## src/hw/csm_pkg.sv

```systemverilog
// constants shared by the core status and mode register block
// assumes nothing beyond a systemverilog compiler
package csm_pkg;
	// register byte offsets, one aligned word each
	localparam logic [7:0] OFS_PSTATUS = 8'h00;
	localparam logic [7:0] OFS_ILM = 8'h04;
	localparam logic [7:0] OFS_BUSMODE = 8'h08;
	localparam logic [7:0] OFS_MDH = 8'h0c;
	localparam logic [7:0] OFS_MDL = 8'h10;
	localparam logic [7:0] OFS_STRAP = 8'h14;
	localparam logic [7:0] OFS_SP = 8'h18;
	localparam logic [7:0] OFS_SSP = 8'h1c;
	localparam logic [7:0] OFS_USP = 8'h20;
	localparam logic [7:0] OFS_R13 = 8'h24;
	localparam logic [7:0] OFS_R14 = 8'h28;
	localparam logic [7:0] OFS_GPR_BASE = 8'h40;
	localparam logic [7:0] OFS_GPR_TOP = 8'h70;
	// processor status field positions
	localparam int PS_C = 0;
	localparam int PS_V = 1;
	localparam int PS_Z = 2;
	localparam int PS_N = 3;
	localparam int PS_I = 4;
	localparam int PS_S = 5;
	localparam int PS_T = 8;
	localparam int PS_ILM_LO = 16;
	localparam int ILM_W = 5;
	// bus mode field position inside bus_mode_config
	localparam int BM_LO = 6;
	// strap status field positions
	localparam int ST_CODE_LO = 0;
	localparam int ST_VEC_INT = 4;
	localparam int ST_BUS16 = 5;
	localparam int ST_BAD = 6;
	localparam int ST_BM_BAD = 7;
	// reset values
	localparam logic [31:0] SSP_RST = 32'h0000_0000;
	localparam logic [31:0] USP_RST = 32'h0000_0000;
	localparam logic [ILM_W-1:0] ILM_RST = 5'h1f;
	localparam logic [1:0] BM_RST = 2'h2;
	// direct addressing window limits per access width
	localparam logic [31:0] DIR_LIM_BYTE = 32'h0000_00ff;
	localparam logic [31:0] DIR_LIM_HALF = 32'h0000_01ff;
	localparam logic [31:0] DIR_LIM_WORD = 32'h0000_03ff;
	// access widths
	typedef enum logic [1:0] {
		CSM_SZ_BYTE = 2'b00,
		CSM_SZ_HALF = 2'b01,
		CSM_SZ_WORD = 2'b10
	} csm_size_e;
	// strap codes
	localparam logic [2:0] STRAP_EXT8 = 3'h0;
	localparam logic [2:0] STRAP_EXT16 = 3'h1;
	localparam logic [2:0] STRAP_INTVEC = 3'h3;
	// bus mode codes
	typedef enum logic [1:0] {
		CSM_BM_SINGLE = 2'b00,
		CSM_BM_INTROM = 2'b01,
		CSM_BM_EXTROM = 2'b10,
		CSM_BM_BAD = 2'b11
	} csm_bm_e;
endpackage

```

## src/hw/csm_gpr_mem.sv

```systemverilog
// small general register store, write and read on the clock
// assumes one write port, one read port, read data one cycle later
`timescale 1ns/1ps
`default_nettype none
module csm_gpr_mem #(
	parameter int WIDTH = 32,
	parameter int DEPTH = 13,
	parameter int AW = 4
) (
	input wire logic i_clk,
	input wire logic i_we,
	input wire logic [AW-1:0] i_waddr,
	input wire logic [WIDTH-1:0] i_wdata,
	input wire logic [AW-1:0] i_raddr,
	output logic [WIDTH-1:0] o_rdata
);
	logic [WIDTH-1:0] mem [DEPTH];
	// no reset: contents are undefined after reset
	always_ff @(posedge i_clk) begin
		if (i_we && (int'(i_waddr) < DEPTH)) begin
			mem[i_waddr] <= i_wdata;
		end
		if (int'(i_raddr) < DEPTH) begin
			o_rdata <= mem[i_raddr];
		end else begin
			o_rdata <= '0;
		end
	end
endmodule
`default_nettype wire

```

## src/hw/csm_flag_calc.sv

```systemverilog
// add or subtract with carry and signed overflow outputs
// assumes operands are plain two's complement words
`timescale 1ns/1ps
`default_nettype none
module csm_flag_calc #(
	parameter int W = 32
) (
	input wire logic [W-1:0] i_a,
	input wire logic [W-1:0] i_b,
	input wire logic i_sub,
	output logic [W-1:0] o_res,
	output logic o_carry,
	output logic o_ovf
);
	logic [W:0] sum;
	logic [W-1:0] b_eff;
	always_comb begin
		b_eff = i_sub ? ~i_b : i_b;
		sum = {1'b0, i_a} + {1'b0, b_eff} + {{W{1'b0}}, i_sub};
		o_res = sum[W-1:0];
		// carry out on add, borrow out on subtract
		o_carry = i_sub ? ~sum[W] : sum[W];
		o_ovf = (i_a[W-1] == b_eff[W-1]) && (sum[W-1] != i_a[W-1]);
	end
endmodule
`default_nettype wire

```

## src/hw/csm_core_regs.sv

```systemverilog
// core status word, stack pointers, result pair, general registers and mode decode
// assumes a one-clock register port with read data one cycle after the strobe
//
// The placing of the registers and the plain strobed port were chosen for this implementation.
`timescale 1ns/1ps
`default_nettype none
module csm_core_regs #(
	parameter int DW = 32,
	parameter int GPR_DEPTH = 13
) (
	input wire logic i_clk,
	input wire logic i_rstn,
	// register port
	input wire logic [7:0] i_addr,
	input wire logic [31:0] i_wdata,
	input wire logic i_wr,
	input wire logic i_rd,
	output logic [31:0] o_rdata,
	// strap pins
	input wire logic i_boot_strap_hi,
	input wire logic i_boot_strap_mid,
	input wire logic i_boot_strap_lo,
	// arithmetic flag update
	input wire logic i_alu_upd,
	input wire logic [31:0] i_alu_a,
	input wire logic [31:0] i_alu_b,
	input wire logic i_alu_sub,
	output logic [31:0] o_alu_res,
	// division result flag update and result pair load
	input wire logic i_div_upd,
	input wire logic [31:0] i_div_res,
	input wire logic i_md_load,
	input wire logic [31:0] i_md_hi,
	input wire logic [31:0] i_md_lo,
	// interrupt request
	input wire logic i_irq_req,
	input wire logic [4:0] i_irq_level,
	output logic o_irq_accept,
	// step trace
	input wire logic i_insn_done,
	output logic o_trace_trap,
	// direct address window
	input wire logic [31:0] i_dir_addr,
	input wire logic [1:0] i_dir_size,
	output logic o_dir_ok,
	// role registers and modes
	output logic [31:0] o_stack_ptr,
	output logic [31:0] o_r13_sum_reg,
	output logic [31:0] o_frame_base_reg,
	output logic [31:0] o_muldiv_high,
	output logic [31:0] o_muldiv_low,
	output logic [31:0] o_processor_status,
	output logic [1:0] o_bus_mode,
	output logic o_bus_mode_bad,
	output logic o_vec_internal,
	output logic o_bus16,
	output logic o_strap_bad
);
	typedef struct packed {
		logic flag_s;
		logic flag_i;
		logic flag_n;
		logic flag_z;
		logic flag_v;
		logic flag_c;
		logic flag_t;
		logic [csm_pkg::ILM_W-1:0] interrupt_level_mask;
		logic [31:0] muldiv_high;
		logic [31:0] muldiv_low;
		logic [31:0] system_stack_ptr;
		logic [31:0] user_stack_ptr;
		logic [31:0] r13;
		logic [31:0] r14;
		logic [1:0] bus_mode;
		logic strap_taken;
		logic [2:0] strap;
		logic [31:0] rdata;
		logic rd_gpr;
		logic trace;
		logic [31:0] alu_res;
	} csm_state_s;

	csm_state_s st_ff;
	csm_state_s nxt_st;

	logic [31:0] calc_res;
	logic calc_c;
	logic calc_v;
	logic [31:0] ps_word;
	logic [31:0] sp_cur;
	logic [31:0] strap_word;
	logic gpr_hit;
	logic gpr_we;
	logic [3:0] gpr_idx;
	logic [31:0] gpr_rdata;
	logic [31:0] dir_lim;
	logic [7:0] gpr_off;

	csm_flag_calc #(
		.W(32)
	) u_calc (
		.i_a(i_alu_a),
		.i_b(i_alu_b),
		.i_sub(i_alu_sub),
		.o_res(calc_res),
		.o_carry(calc_c),
		.o_ovf(calc_v)
	);

	// registers 0 to 12 live in the store; 13 and 14 sit beside the logic
	always_comb begin
		gpr_off = i_addr - csm_pkg::OFS_GPR_BASE;
		gpr_hit = (i_addr >= csm_pkg::OFS_GPR_BASE) && (i_addr <= csm_pkg::OFS_GPR_TOP)
			&& (i_addr[1:0] == 2'h0);
		gpr_idx = gpr_off[5:2];
		gpr_we = i_wr && gpr_hit;
	end

	csm_gpr_mem #(
		.WIDTH(32),
		.DEPTH(GPR_DEPTH),
		.AW(4)
	) u_gpr (
		.i_clk(i_clk),
		.i_we(gpr_we),
		.i_waddr(gpr_idx),
		.i_wdata(i_wdata),
		.i_raddr(gpr_idx),
		.o_rdata(gpr_rdata)
	);

	always_comb begin
		// status word packs the three groups
		ps_word = '0;
		ps_word[csm_pkg::PS_C] = st_ff.flag_c;
		ps_word[csm_pkg::PS_V] = st_ff.flag_v;
		ps_word[csm_pkg::PS_Z] = st_ff.flag_z;
		ps_word[csm_pkg::PS_N] = st_ff.flag_n;
		ps_word[csm_pkg::PS_I] = st_ff.flag_i;
		ps_word[csm_pkg::PS_S] = st_ff.flag_s;
		ps_word[csm_pkg::PS_T] = st_ff.flag_t;
		ps_word[csm_pkg::PS_ILM_LO +: csm_pkg::ILM_W] = st_ff.interrupt_level_mask;
		// register 15 view follows the stack select flag
		sp_cur = st_ff.flag_s ? st_ff.user_stack_ptr : st_ff.system_stack_ptr;
		strap_word = '0;
		strap_word[csm_pkg::ST_CODE_LO +: 3] = st_ff.strap;
		strap_word[csm_pkg::ST_VEC_INT] = o_vec_internal;
		strap_word[csm_pkg::ST_BUS16] = o_bus16;
		strap_word[csm_pkg::ST_BAD] = o_strap_bad;
		strap_word[csm_pkg::ST_BM_BAD] = o_bus_mode_bad;
	end

	// strap decode from the held copy
	always_comb begin
		o_vec_internal = 1'b0;
		o_bus16 = 1'b0;
		o_strap_bad = 1'b0;
		case (st_ff.strap)
			csm_pkg::STRAP_EXT8: begin
				o_bus16 = 1'b0;
			end
			csm_pkg::STRAP_EXT16: begin
				o_bus16 = 1'b1;
			end
			csm_pkg::STRAP_INTVEC: begin
				o_vec_internal = 1'b1;
			end
			default: begin
				o_strap_bad = 1'b1;
			end
		endcase
	end

	// bus mode decode
	always_comb begin
		o_bus_mode = st_ff.bus_mode;
		case (st_ff.bus_mode)
			csm_pkg::CSM_BM_SINGLE: o_bus_mode_bad = 1'b0;
			csm_pkg::CSM_BM_INTROM: o_bus_mode_bad = 1'b0;
			csm_pkg::CSM_BM_EXTROM: o_bus_mode_bad = 1'b0;
			default: o_bus_mode_bad = 1'b1;
		endcase
	end

	// direct addressing window check
	always_comb begin
		case (i_dir_size)
			csm_pkg::CSM_SZ_BYTE: dir_lim = csm_pkg::DIR_LIM_BYTE;
			csm_pkg::CSM_SZ_HALF: dir_lim = csm_pkg::DIR_LIM_HALF;
			csm_pkg::CSM_SZ_WORD: dir_lim = csm_pkg::DIR_LIM_WORD;
			default: dir_lim = '0;
		endcase
		// full 32-bit compare, no bank or segment bits
		o_dir_ok = (i_dir_size != 2'h3) && (i_dir_addr <= dir_lim);
	end

	// interrupt acceptance: strictly lower level number than the mask
	always_comb begin
		o_irq_accept = i_irq_req && st_ff.flag_i
			&& (i_irq_level < st_ff.interrupt_level_mask);
	end

	always_comb begin
		nxt_st = st_ff;
		nxt_st.trace = 1'b0;
		// catch straps once, on the first edge after reset release
		if (!st_ff.strap_taken) begin
			nxt_st.strap = {i_boot_strap_hi, i_boot_strap_mid, i_boot_strap_lo};
			nxt_st.strap_taken = 1'b1;
		end
		// software writes
		if (i_wr) begin
			case (i_addr)
				csm_pkg::OFS_PSTATUS: begin
					nxt_st.flag_c = i_wdata[csm_pkg::PS_C];
					nxt_st.flag_v = i_wdata[csm_pkg::PS_V];
					nxt_st.flag_z = i_wdata[csm_pkg::PS_Z];
					nxt_st.flag_n = i_wdata[csm_pkg::PS_N];
					nxt_st.flag_i = i_wdata[csm_pkg::PS_I];
					nxt_st.flag_s = i_wdata[csm_pkg::PS_S];
					nxt_st.flag_t = i_wdata[csm_pkg::PS_T];
					nxt_st.interrupt_level_mask = i_wdata[csm_pkg::PS_ILM_LO +: csm_pkg::ILM_W];
				end
				csm_pkg::OFS_ILM: begin
					nxt_st.interrupt_level_mask = i_wdata[csm_pkg::ILM_W-1:0];
				end
				csm_pkg::OFS_BUSMODE: begin
					// 00, 01 and 10 are meaningful; 11 is stored and flagged
					nxt_st.bus_mode = i_wdata[csm_pkg::BM_LO +: 2];
				end
				csm_pkg::OFS_MDH: begin
					nxt_st.muldiv_high = i_wdata;
				end
				csm_pkg::OFS_MDL: begin
					nxt_st.muldiv_low = i_wdata;
				end
				csm_pkg::OFS_SP: begin
					if (st_ff.flag_s) begin
						nxt_st.user_stack_ptr = i_wdata;
					end else begin
						nxt_st.system_stack_ptr = i_wdata;
					end
				end
				csm_pkg::OFS_SSP: begin
					nxt_st.system_stack_ptr = i_wdata;
				end
				csm_pkg::OFS_USP: begin
					nxt_st.user_stack_ptr = i_wdata;
				end
				csm_pkg::OFS_R13: begin
					nxt_st.r13 = i_wdata;
				end
				csm_pkg::OFS_R14: begin
					nxt_st.r14 = i_wdata;
				end
				default: begin
					nxt_st.rd_gpr = st_ff.rd_gpr;
				end
			endcase
		end
		// hardware flag updates take priority over a software write
		if (i_alu_upd) begin
			nxt_st.flag_c = calc_c;
			nxt_st.flag_v = calc_v;
			nxt_st.alu_res = calc_res;
		end
		if (i_div_upd) begin
			nxt_st.flag_n = i_div_res[31];
			nxt_st.flag_z = (i_div_res == 32'h0000_0000);
		end
		if (i_md_load) begin
			nxt_st.muldiv_high = i_md_hi;
			nxt_st.muldiv_low = i_md_lo;
		end
		// one-cycle trap after an instruction while trace is on
		nxt_st.trace = i_insn_done && st_ff.flag_t;
		// register reads, data in the next cycle
		nxt_st.rd_gpr = i_rd && gpr_hit;
		if (i_rd) begin
			case (i_addr)
				csm_pkg::OFS_PSTATUS: nxt_st.rdata = ps_word;
				csm_pkg::OFS_ILM: nxt_st.rdata = {27'h0, st_ff.interrupt_level_mask};
				csm_pkg::OFS_MDH: nxt_st.rdata = st_ff.muldiv_high;
				csm_pkg::OFS_MDL: nxt_st.rdata = st_ff.muldiv_low;
				csm_pkg::OFS_STRAP: nxt_st.rdata = strap_word;
				csm_pkg::OFS_SP: nxt_st.rdata = sp_cur;
				csm_pkg::OFS_SSP: nxt_st.rdata = st_ff.system_stack_ptr;
				csm_pkg::OFS_USP: nxt_st.rdata = st_ff.user_stack_ptr;
				csm_pkg::OFS_R13: nxt_st.rdata = st_ff.r13;
				csm_pkg::OFS_R14: nxt_st.rdata = st_ff.r14;
				// bus mode register is write-only and reads as zero
				default: nxt_st.rdata = 32'h0000_0000;
			endcase
		end else begin
			nxt_st.rdata = 32'h0000_0000;
		end
	end

	always_ff @(posedge i_clk or negedge i_rstn) begin
		if (!i_rstn) begin
			st_ff.flag_s <= 1'b0;
			st_ff.flag_i <= 1'b0;
			st_ff.flag_n <= 1'b0;
			st_ff.flag_z <= 1'b0;
			st_ff.flag_v <= 1'b0;
			st_ff.flag_c <= 1'b0;
			st_ff.flag_t <= 1'b0;
			st_ff.interrupt_level_mask <= csm_pkg::ILM_RST;
			st_ff.muldiv_high <= 32'h0000_0000;
			st_ff.muldiv_low <= 32'h0000_0000;
			// system stack pointer cleared, so register 15 reads zero
			st_ff.system_stack_ptr <= csm_pkg::SSP_RST;
			st_ff.user_stack_ptr <= csm_pkg::USP_RST;
			st_ff.r13 <= 32'h0000_0000;
			st_ff.r14 <= 32'h0000_0000;
			st_ff.bus_mode <= csm_pkg::BM_RST;
			st_ff.strap_taken <= 1'b0;
			st_ff.strap <= 3'h0;
			st_ff.rdata <= 32'h0000_0000;
			st_ff.rd_gpr <= 1'b0;
			st_ff.trace <= 1'b0;
			st_ff.alu_res <= 32'h0000_0000;
		end else begin
			st_ff <= nxt_st;
		end
	end

	// general register data come straight from the store's output register
	assign o_rdata = st_ff.rd_gpr ? gpr_rdata : st_ff.rdata;
	assign o_trace_trap = st_ff.trace;
	assign o_alu_res = st_ff.alu_res;
	assign o_stack_ptr = sp_cur;
	assign o_r13_sum_reg = st_ff.r13;
	assign o_frame_base_reg = st_ff.r14;
	assign o_muldiv_high = st_ff.muldiv_high;
	assign o_muldiv_low = st_ff.muldiv_low;
	assign o_processor_status = ps_word;
endmodule
`default_nettype wire

```

## config.mk

```make
export PLATFORM = sky130hd
export DESIGN_NAME = csm_core_regs
export DESIGN_NICKNAME = d
export VERILOG_FILES = /design/src/hw/csm_pkg.sv /design/src/hw/csm_gpr_mem.sv /design/src/hw/csm_flag_calc.sv /design/src/hw/csm_core_regs.sv
export SDC_FILE = /design/constraint.sdc
export NUM_CORES = 1
export LEC_CHECK = 0
export ABC_CLOCK_PERIOD_IN_PS = 2000
export BUFFER_PORTS_ARGS = -buffer_cell sky130_fd_sc_hd__buf_4
export CAP_MARGIN = 15
export CORE_UTILIZATION = 45
export CTS_BUF_LIST = sky130_fd_sc_hd__clkbuf_16
export CTS_CLUSTER_DIAMETER = 60
export DETAILED_ROUTE_END_ITERATION = 8
export HOLD_SLACK_MARGIN = 0.03
export PLACE_DENSITY = 0.75
export REMOVE_ABC_BUFFERS = 1
export SYNTH_ARGS = -nofsm -noshare
export SYNTH_HDL_FRONTEND = slang
export SYNTH_SLANG_ARGS = --single-unit
```

## constraint.sdc

```tcl
create_clock -name i_clk -period 2 [get_ports i_clk]
set_input_delay 0.1 -clock i_clk [delete_from_list [all_inputs] [get_ports i_clk]]
set_output_delay 0.1 -clock i_clk [all_outputs]
set_load 0.05 [all_outputs]
```

# After elaboration in Yosys (flattened, before gate mapping)
# Memory sizes are Yosys's and may differ from the RTL's. A register that Yosys moved wholly into a read port is not among the register bits.
# Cells that the tools add are included.
# op_classes
n_addsub	3
order_cmp	5
n_eq_ne	21
mux	28
bitwise_logic	2
n_reduce_logical	40
# ops
operator	n
two-way mux 32 bit	10
one-hot mux 32 bit (10 select lines)	1
two-way mux 204 bit	1
one-hot mux 32 bit (2 select lines)	2
two-way mux 64 bit	1
adder 32 x 32 -> 33 bit	1
adder 33 x 1 -> 33 bit	1
equality test 8 x 5 -> 1 bit, second input constant	4
<= comparator 32 bit	1
logical NOT 32 bit	1
inverter 32 bit	1
one-hot mux 10 bit (3 select lines)	1
equality test 8 x 6 -> 1 bit, second input constant	3
nonzero test 2 bit	10
AND reduction 2 bit	9
equality test 8 x 4 -> 1 bit, second input constant	2
logical AND 1 bit	10
one-hot mux 5 bit (2 select lines)	1
equality test 8 x 3 -> 1 bit, second input constant	1
greater-or-equal comparator 8 x 7 -> 1 bit, second input constant	1
<= comparator 8 x 7 -> 1 bit, second input constant	1
logical NOT 8 bit	1
two-way mux 1 bit	7
logical NOT 2 bit	3
17 further kinds	25
# word_totals
register_bits	276
ram_bits	416
input_bits	252
wordCells	121
n_memories	1
# mem_list
memory	depth	word_bits	rd	rd_ports_with_merged_regs	wr	line	text
u_gpr.mem	13	32	1	1	1	csm_gpr_mem.sv:17	logic [WIDTH-1:0] mem [DEPTH];

# Logic depth before layout (Yosys ltp)
# Gate-level depths: netlist of the first run.
# logic_depth
depth_word	7
ltp_mapped	13

# Modules after synthesis
# Synthesis of the first run repeated with hierarchy kept, for this count alone.
# unflattened
cells_unflattened	2474
hier_area_um2	34374.2
# modules_own_cells
mod	n_inst	cells_per_inst	area_each_um2	seq_area_each_um2
csm_gpr_mem	1	777	16708.5	13132.6
csm_core_regs	1	1408	15518.6	6914.1
csm_flag_calc	1	289	2147.1	0.0

# Worst setup path after synthesis of the first run
# OpenSTA, ideal clock, no wires.
# synth_path
path_type	input -> register
start	in i_addr[2]
end	mem u_gpr.mem[12][0], enable pin
setup_ps	468
arrival_ps	3423
setup_slack_ps	-1891
stages	5
cell_sequence	clkbuf_1 -> buf_2 -> buf_2 -> or2_1 -> nor3b_1
# synth_via
elab_chain_cells	7
elab_cells_between_ends	10
# synth_lines
item	line	text
start: declaration	csm_core_regs.sv:14	input wire logic [7:0] i_addr,
parallel branches: the longest is 7 deep, another holds subtractor 6 x 1 -> 6 bit	--	
end: declaration	csm_gpr_mem.sv:17	
# Parallel ways; which one is timed is not known.

# Worst setup path after layout of the first run
# layout_path
start	reg st_ff (netlist bit o_processor_status[17])
end	out o_irq_accept
# layout_via
elab_chain_cells	2
# layout_lines
item	line	text
start: declaration	csm_core_regs.sv:83	csm_state_s st_ff;
start signal: assignment	csm_core_regs.sv:324	st_ff <= nxt_st;
< comparator 5 bit	csm_core_regs.sv:200	&& (i_irq_level < st_ff.interrupt_level_mask);
logical AND 1 bit	csm_core_regs.sv:200	
end: declaration	csm_core_regs.sv:38	output logic o_irq_accept,
# Every way passes these cells.

==> results of run 1 <==
-- worst max-delay path by stage --
stage                    end  depth (start not counted)
4_1_cts         o_irq_accept                          9
3_5_place_dp   o_alu_res[31]                         13
2_1_floorplan     st_ff[168]                          6
6_report        o_irq_accept                          9
5_1_grt         o_irq_accept                          9
3_3_place_gp   o_alu_res[26]                         13
-- report_power, final --
part / switching (mW) / leakage, nW / internal (mW) / total [mW]
combinational: 4.36 / 9.75 / 3.15 / 7.50
sequential: 0.568 / 7.61 / 16.4 / 17.0
clock: 6.27 / 1.33 / 8.09 / 14.4
total: 11.2 / 18.7 / 27.7 / 38.8
-- critical path: cells and delay by family (launching register included) --
| kind | cells | cell delay, ps |
|---|---|---|
| compound gates | 3 | 410 |
| flops | 1 | 530 |
| simple gates | 2 | 280 |
| buf+inv | 3 | 360 |
| fa+ha+maj | 1 | 200 |
-- through the flow --
stage | instances | setup slack (ps) | total power [mW]
4_1_cts | 4007 | -569 | 38.8
3_3_place_gp | 3653 | -954 | 23.7
6_report | 4019 | -515 | 38.8
3_5_place_dp | 3653 | -956 | 23.8
5_1_grt | 4017 | -588 | 40.0
2_1_floorplan | 1944 | -2350 | 20.6
-- cell usage in the layout, fill, tap and decap left out, types with 19 or more instances in the layout --
cell type and count:
ha_1 37, xor2_1 37, a222oi_1 19, a21o_1 19
mux2_4 76, a31oi_1 28, nor2_4 19, conb_1 21
mux2i_1 66, nand2_1 105, a21oi_1 32, o21ai_0 79
buf_12 65, dfxtp_1 32, dfrtp_1 268, dlygate4sd3_1 181
buf_4 630, nor2_1 37, mux2_2 143, nor2b_1 37
edfxtp_1 416, a22oi_1 75, buf_6 65, clkbuf_16 89
nand3_1 19, mux4_2 128, inv_1 41
-- cell type report --
| type | instances | area, µm² |
|---|---|---|
| inverters | 23 | 86.3 |
| well taps | 959 | 1200 |
| flip-flops and latches | 724 | 20000 |
| fillers | 5255 | 27900 |
| clock inverters | 62 | 485 |
| repair buffers | 968 | 9080 |
| multi-input cells | 1197 | 11900 |
| clock buffers | 84 | 2100 |
| diodes | 2 | 5.00 |
-- cells by family (layout without fill, tap and decap cells) --
logic type	after synthesis	count (layout)	share of synthesized area
AND/OR/NAND/NOR	301	301	0.0438
XOR/XNOR	53	53	0.0140
multiplexers	416	416	0.183
adder cells (fa/ha/maj)	46	46	0.0176
other	2	23	0.000227
buffers and inverters	336	1137	0.0606
AO/OA/AOI/OAI	360	360	0.0751
flip-flops	724	724	0.606
-- what timing repair did --
item,4_1_cts,5_1_grt
endpoints found under the hold margin,921,0
setup endpoints to repair,82,95
pin swaps,53,31
hold buffers,182,0
resized for setup,156,119
cloned,4,5
setup buffers,23,9
-- routing by layer --
metal,track usage,up-vias
met5,0,-
met4,0.108,4
met3,0.0867,256
met2,0.507,1460
met1,0.352,12100
li1,-,9916
==> reports/results.txt, run 1 <==
Regs by FF count -> u_gpr.mem: 416 flops, st_ff: 101 flops
Most common cell in the synthesized netlist -> edfxtp_1
Met2 WL -> 56500 µm
Router iterations before antenna repair -> 7
Classification of the worst setup path -> flip-flop to output pin
Fin Setup TNS -> -3950 ps
Share of cells above drive strength 1 -> 0.441
Ys async rst share -> 0.381
Yosys warnings -> 0
DRT met1 WL -> 40800 µm
Detailed router's first-iteration violation count -> 2244
Clock Latency Late Sink -> 650 ps
Largest register by flop count -> u_gpr.mem
Worst-case clock buffer depth -> 3
Fin. Hold Viols -> 0
Post-DP HPWL -> 75300 µm
Status -> complete, but fails checks
Final Core Density -> 0.617
Largest net degree at the start of global routing -> 129
Synth top area share -> 0.378
Cell taking the most area after synthesis -> edfxtp_1
Largest register FFs -> 416
Skew final -> 36.6 ps
CTS root buf -> clkbuf_16
Worst-Margin Slew -> 645 ps
Initial Util -> 0.454
Reg2reg start -> o_processor_status[5]
GPL Wtd Cong -> 0.968
Hold path depth -> 6
R2R depth -> 9
CP max FO -> 2
Hold Path Class -> input port to flip-flop
Clk slew on worst S/H paths -> 60 ps
Max-cap violations -> 0
Wire length on met3 -> 12000 µm
Leak Pwr -> 18.7 nW
Ys flop type -> edfxtp_1
Worst setup margin -> -515 ps
Gr ovfl total -> 0
Via count -> 23700
Post-synth EDFFs -> 416
Buffers on Ports -> 496
Commonest cells in the netlist -> edfxtp_1, dfrtp_1, mux2_2, buf_4, mux4_2
Num rows -> 99
Worst Setup SP -> o_processor_status[17]
DP Area -> 39000 µm²
Unrepaired setup endpoints after global routing -> yes
CP startpoint kind -> flip-flop
Critical Path, Cell by Cell -> inv_2, ha_4, a21o_1, a21oi_2, buf_6, nor2b_4, o21ai_1, and4b_1, buf_6
Design area -> 44900 µm²
Post-synth cell types -> 71
Register area share after synthesis -> 0.606
Initial antenna violation count -> 5
Worst path max stage delay -> 530 ps
Post-layout nets -> 3292
CP most frequent cell -> buf_6
Hold Crit Start -> i_alu_a[27]
CTS Buf Count -> 80
DIE AREA -> 74600 µm²
Post-route minimum period -> 2510 ps
Global-route wire length before repair -> 160000 µm
Core area -> 72800 µm²
Synth top area cells -> edfxtp_1, dfrtp_1, mux4_2
Period utilisation layout -> 1.26
Synthesized instance count -> 2238
Area growth syn-to-layout -> 35.8%
Number of top-level pins -> 517
Highest routed metal layer -> met5
Worst rel slew slack -> 0.570
CTS tree -> done
Vias in the first global route -> 24500
PwrDens -> 865 nW/µm²
Avg Cell Area, Syn -> 14.8 µm²
ANT nets after route -> 0
Arrival time at the worst endpoint -> 2410 ps
Hold_ws -> 91.2 ps
Total routed wirelength -> 114000 µm
Fmax -> 398 MHz
Synthesized area -> 33100 µm²
Final setup viols -> 66
R2r endpoint -> st_ff[188]
H-tree Lvls -> 3
Critical Path End Type -> output pin
Post-synthesis register bit count -> 724
Failing checks -> setup timing
Die Height -> 273 µm
Avg Vias per Cell -> 5.90
CP required -> 1900 ps
Drt drc -> 0
Max VDD drop -> 702 µV
Total track usage -> 0.296
Pins Over Slew Limit -> 0
Die Span X -> 273 µm
Reg2reg setup slack -> -30 ps
WL/cell -> 28.3 µm
CP max stage cell -> dfstp_2
Clock sink count -> 724
Worst hold path endpoint -> o_alu_res[27]
Power figures use the tool's default switching activity.
==> inputs of run 2 (changes only) <==
--- a/config.mk
+++ b/config.mk
@@ -9,12 +9,12 @@
 export BUFFER_PORTS_ARGS = -buffer_cell sky130_fd_sc_hd__buf_4
 export CAP_MARGIN = 15
 export CORE_UTILIZATION = 45
-export CTS_BUF_LIST = sky130_fd_sc_hd__clkbuf_16
 export CTS_CLUSTER_DIAMETER = 60
 export DETAILED_ROUTE_END_ITERATION = 8
-export HOLD_SLACK_MARGIN = 0.03
+export HOLD_SLACK_MARGIN = 0.12
 export PLACE_DENSITY = 0.75
 export REMOVE_ABC_BUFFERS = 1
 export SYNTH_ARGS = -nofsm -noshare
 export SYNTH_HDL_FRONTEND = slang
 export SYNTH_SLANG_ARGS = --single-unit
+export TNS_END_PERCENT = 1
==> run 2 against run 1 <==
The flow still finishes with violations (setup timing). Cell area down 0.79%. Via count down 0.10%. Hold slack improved by 50 ps. Critical endpoint unchanged. Highest routed layer is now met4.
==> reports/results.txt, run 2 (synthesis results as in run 1) <==
Classification of the worst setup path -> flip-flop to output pin
GPL Wtd Cong -> 0.968 (unchanged)
Post-DP HPWL -> 75300 µm (unchanged)
Switch Pwr -> 11.1 mW (-1.1%)
Pre-CTS setup slack -> -956 ps (unchanged)
Commonest non-fill, non-tap cell in the layout -> buf_4
FF+latch area -> 20000 µm² (unchanged)
Worst rel slew slack -> 0.564 (-0.00621)
Worst setup margin -> -519 ps (-4.74 ps)
Drt drc -> 0 (unchanged)
Fin. Hold Viols -> 0 (unchanged)
Final setup viols -> 43 (-35%)
DP Area -> 39000 µm² (unchanged)
Most frequent cells in the layout -> buf_4, edfxtp_1, dfrtp_1
Cell Int Power -> 27.9 mW (+1.0%)
Clk slew on worst S/H paths -> 60 ps (about the same)
Global-route wire length before repair -> 162000 µm (+0.86%)
Avg Vias per Cell -> 5.85 (-0.91%)
Total power -> 39.0 mW (+0.43%)
Die Span X -> 273 µm (unchanged)
Skew final -> 26.6 ps (-9.95 ps)
Initial Util -> 0.454 (unchanged)
CTS Buf Count -> 80 (unchanged)
Sequential share of power -> 0.435 (-0.002)
Area of the multi-input gates -> 11600 µm² (-3.1%)
Post-layout nets -> 3324 (+0.97%)
Failing checks -> setup timing
CP max FO -> 2 (unchanged)
CP required -> 1900 ps (about the same)
Total routed wirelength -> 113000 µm (-0.83%)
Hold Crit Start -> i_alu_a[10]
H-tree Lvls -> 3 (unchanged)
Worst-case clock buffer depth -> 3 (unchanged)
Gr ovfl total -> 0 (unchanged)
Max VDD drop -> 694 µV (-1.2%)
Arrival time at the worst endpoint -> 2420 ps (about the same)
Final Core Density -> 0.612 (-0.00488)
Unrepaired setup endpoints after global routing -> yes
Critical Path End Type -> output pin
Share of cells above drive strength 1 -> 0.420 (-0.0204)
CP most frequent cell -> buf_6
Number of top-level pins -> 517 (unchanged)
Leak Pwr -> 18.4 nW (-1.3%)
Clock Latency Late Sink -> 640 ps (about the same)
Total track usage -> 0.299 (+0.00267)
R2R depth -> 5 (-4)
Critical Path, Cell by Cell -> inv_2, ha_4, a21o_1, a21oi_2, buf_6, nor2b_4, o21ai_1, and4b_1, buf_6
Die Height -> 273 µm (unchanged)
Worst Setup SP -> o_processor_status[17]
Sw frac -> 0.284 (-0.00426)
Fill cell count -> 5304 (+0.93%)
DIE AREA -> 74600 µm² (unchanged)
Clock sink count -> 724 (unchanged)
Core area -> 72800 µm² (unchanged)
Worst-Margin Slew -> 655 ps (+9.32 ps)
Vias in the first global route -> 24900 (+1.5%)
Detailed router's first-iteration violation count -> 2263 (+0.85%)
Status -> complete, but fails checks
Buffers on Ports -> 496 (unchanged)
Regs by FF count -> u_gpr.mem: 416 flops, st_ff: 101 flops
Hold Path Class -> input port to flip-flop
Router iterations before antenna repair -> 6 (-1)
WL/cell -> 27.8 µm (-1.6%)
Fmax -> 397 MHz (-0.19%)
Design area -> 44600 µm² (-0.79%)
Fin Setup TNS -> -3840 ps (+114 ps)
Max-cap violations -> 0 (unchanged)
Worst path max stage delay -> 540 ps (about the same)
Period utilisation layout -> 1.26 (+0.00237)
Hold path depth -> 5 (-1)
ANT nets after route -> 0 (unchanged)
Combinational share of power -> 0.186 (-0.007)
Largest register FFs -> 416 (unchanged)
PwrDens -> 875 nW/µm² (+1.2%)
Num rows -> 99 (unchanged)
Clock power frac -> 0.378 (+0.008)
Via count -> 23700 (-0.10%)
Area growth syn-to-layout -> 34.7%
CP startpoint kind -> flip-flop
CTS tree -> done
Largest net degree at the start of global routing -> 129 (unchanged)
CP max stage cell -> dfstp_2
Initial antenna violation count -> 3 (-2)
Reg2reg start -> o_processor_status[5]
CTS root buf -> clkbuf_16
Pins Over Slew Limit -> 0 (unchanged)
Largest register by flop count -> u_gpr.mem
Post-route minimum period -> 2520 ps (+4.74 ps)
## run 2: final cells by class
type / instances / area share
Inverter: 23 / 0.00194
Clock buffer: 112 / 0.0513
Tap cell: 959 / 0.0269
Sequential cell: 724 / 0.450
Multi-Input combinational cell: 1197 / 0.259
Clock inverter: 34 / 0.00853
Antenna cell: 3 / 0.000168
Timing Repair Buffer: 1000 / 0.202
## run 2: final timing paths
check / slack [ps] / endpoint
max in group asynchronous: 810 / o_r13_sum_reg[23]
min in group asynchronous: 660 / o_processor_status[19]
worst max-delay path: -520 / o_irq_accept
worst min register to register: 520 / o_alu_res[26]
worst min-delay path: 140 / o_alu_res[11]
worst max register to register: 60 / st_ff[144]
## run 2: what timing repair did
item                                    in CTS  in global routing
endpoints found under the hold margin      927                  0
pin swaps                                   13                 11
gates resized for setup                     87                 27
buffers inserted                             1                  0
endpoints found under the setup margin      83                 82
hold buffers                               249                  0
## run 2: worst max-delay path, delay by kind of cell (launching register included)
family	cells	cell delay [ps]
AOI/OAI and AO/OA	3	420
buffers and inverters	3	360
and+or+nand+nor	2	270
DFF	1	540
adders and majority gates	1	200
## run 2: power groups by stage
stage | combinational [mW] | clock (mW) | sequential (mW)
2_1_floorplan | 2.13 | 0 | 18.5
3_3_place_gp | 6.45 | 0 | 17.2
3_5_place_dp | 6.54 | 0 | 17.2
4_1_cts | 7.16 | 14.9 | 17.0
5_1_grt | 7.64 | 15.5 | 17.0
6_report | 7.27 | 14.8 | 17.0
## run 2: through the flow
stage / instances / hold WS, ps
detailed placement: 3653 / 38.3
CTS: 4049 / 123
global route: 4049 / 147
global placement: 3653 / 37.9
floorplan: 1944 / -196
finish: 4052 / 141
## run 2: per-layer routing
layer | vias to the layer above | share of wire | global-route usage
li1 | 9963 | - | -
met1 | 12100 | 0.36 | 0.352
met2 | 1396 | 0.50 | 0.513
met3 | 254 | 0.099 | 0.0852
met4 | 0 | 0.040 | 0.117
met5 | - | 0 | 0
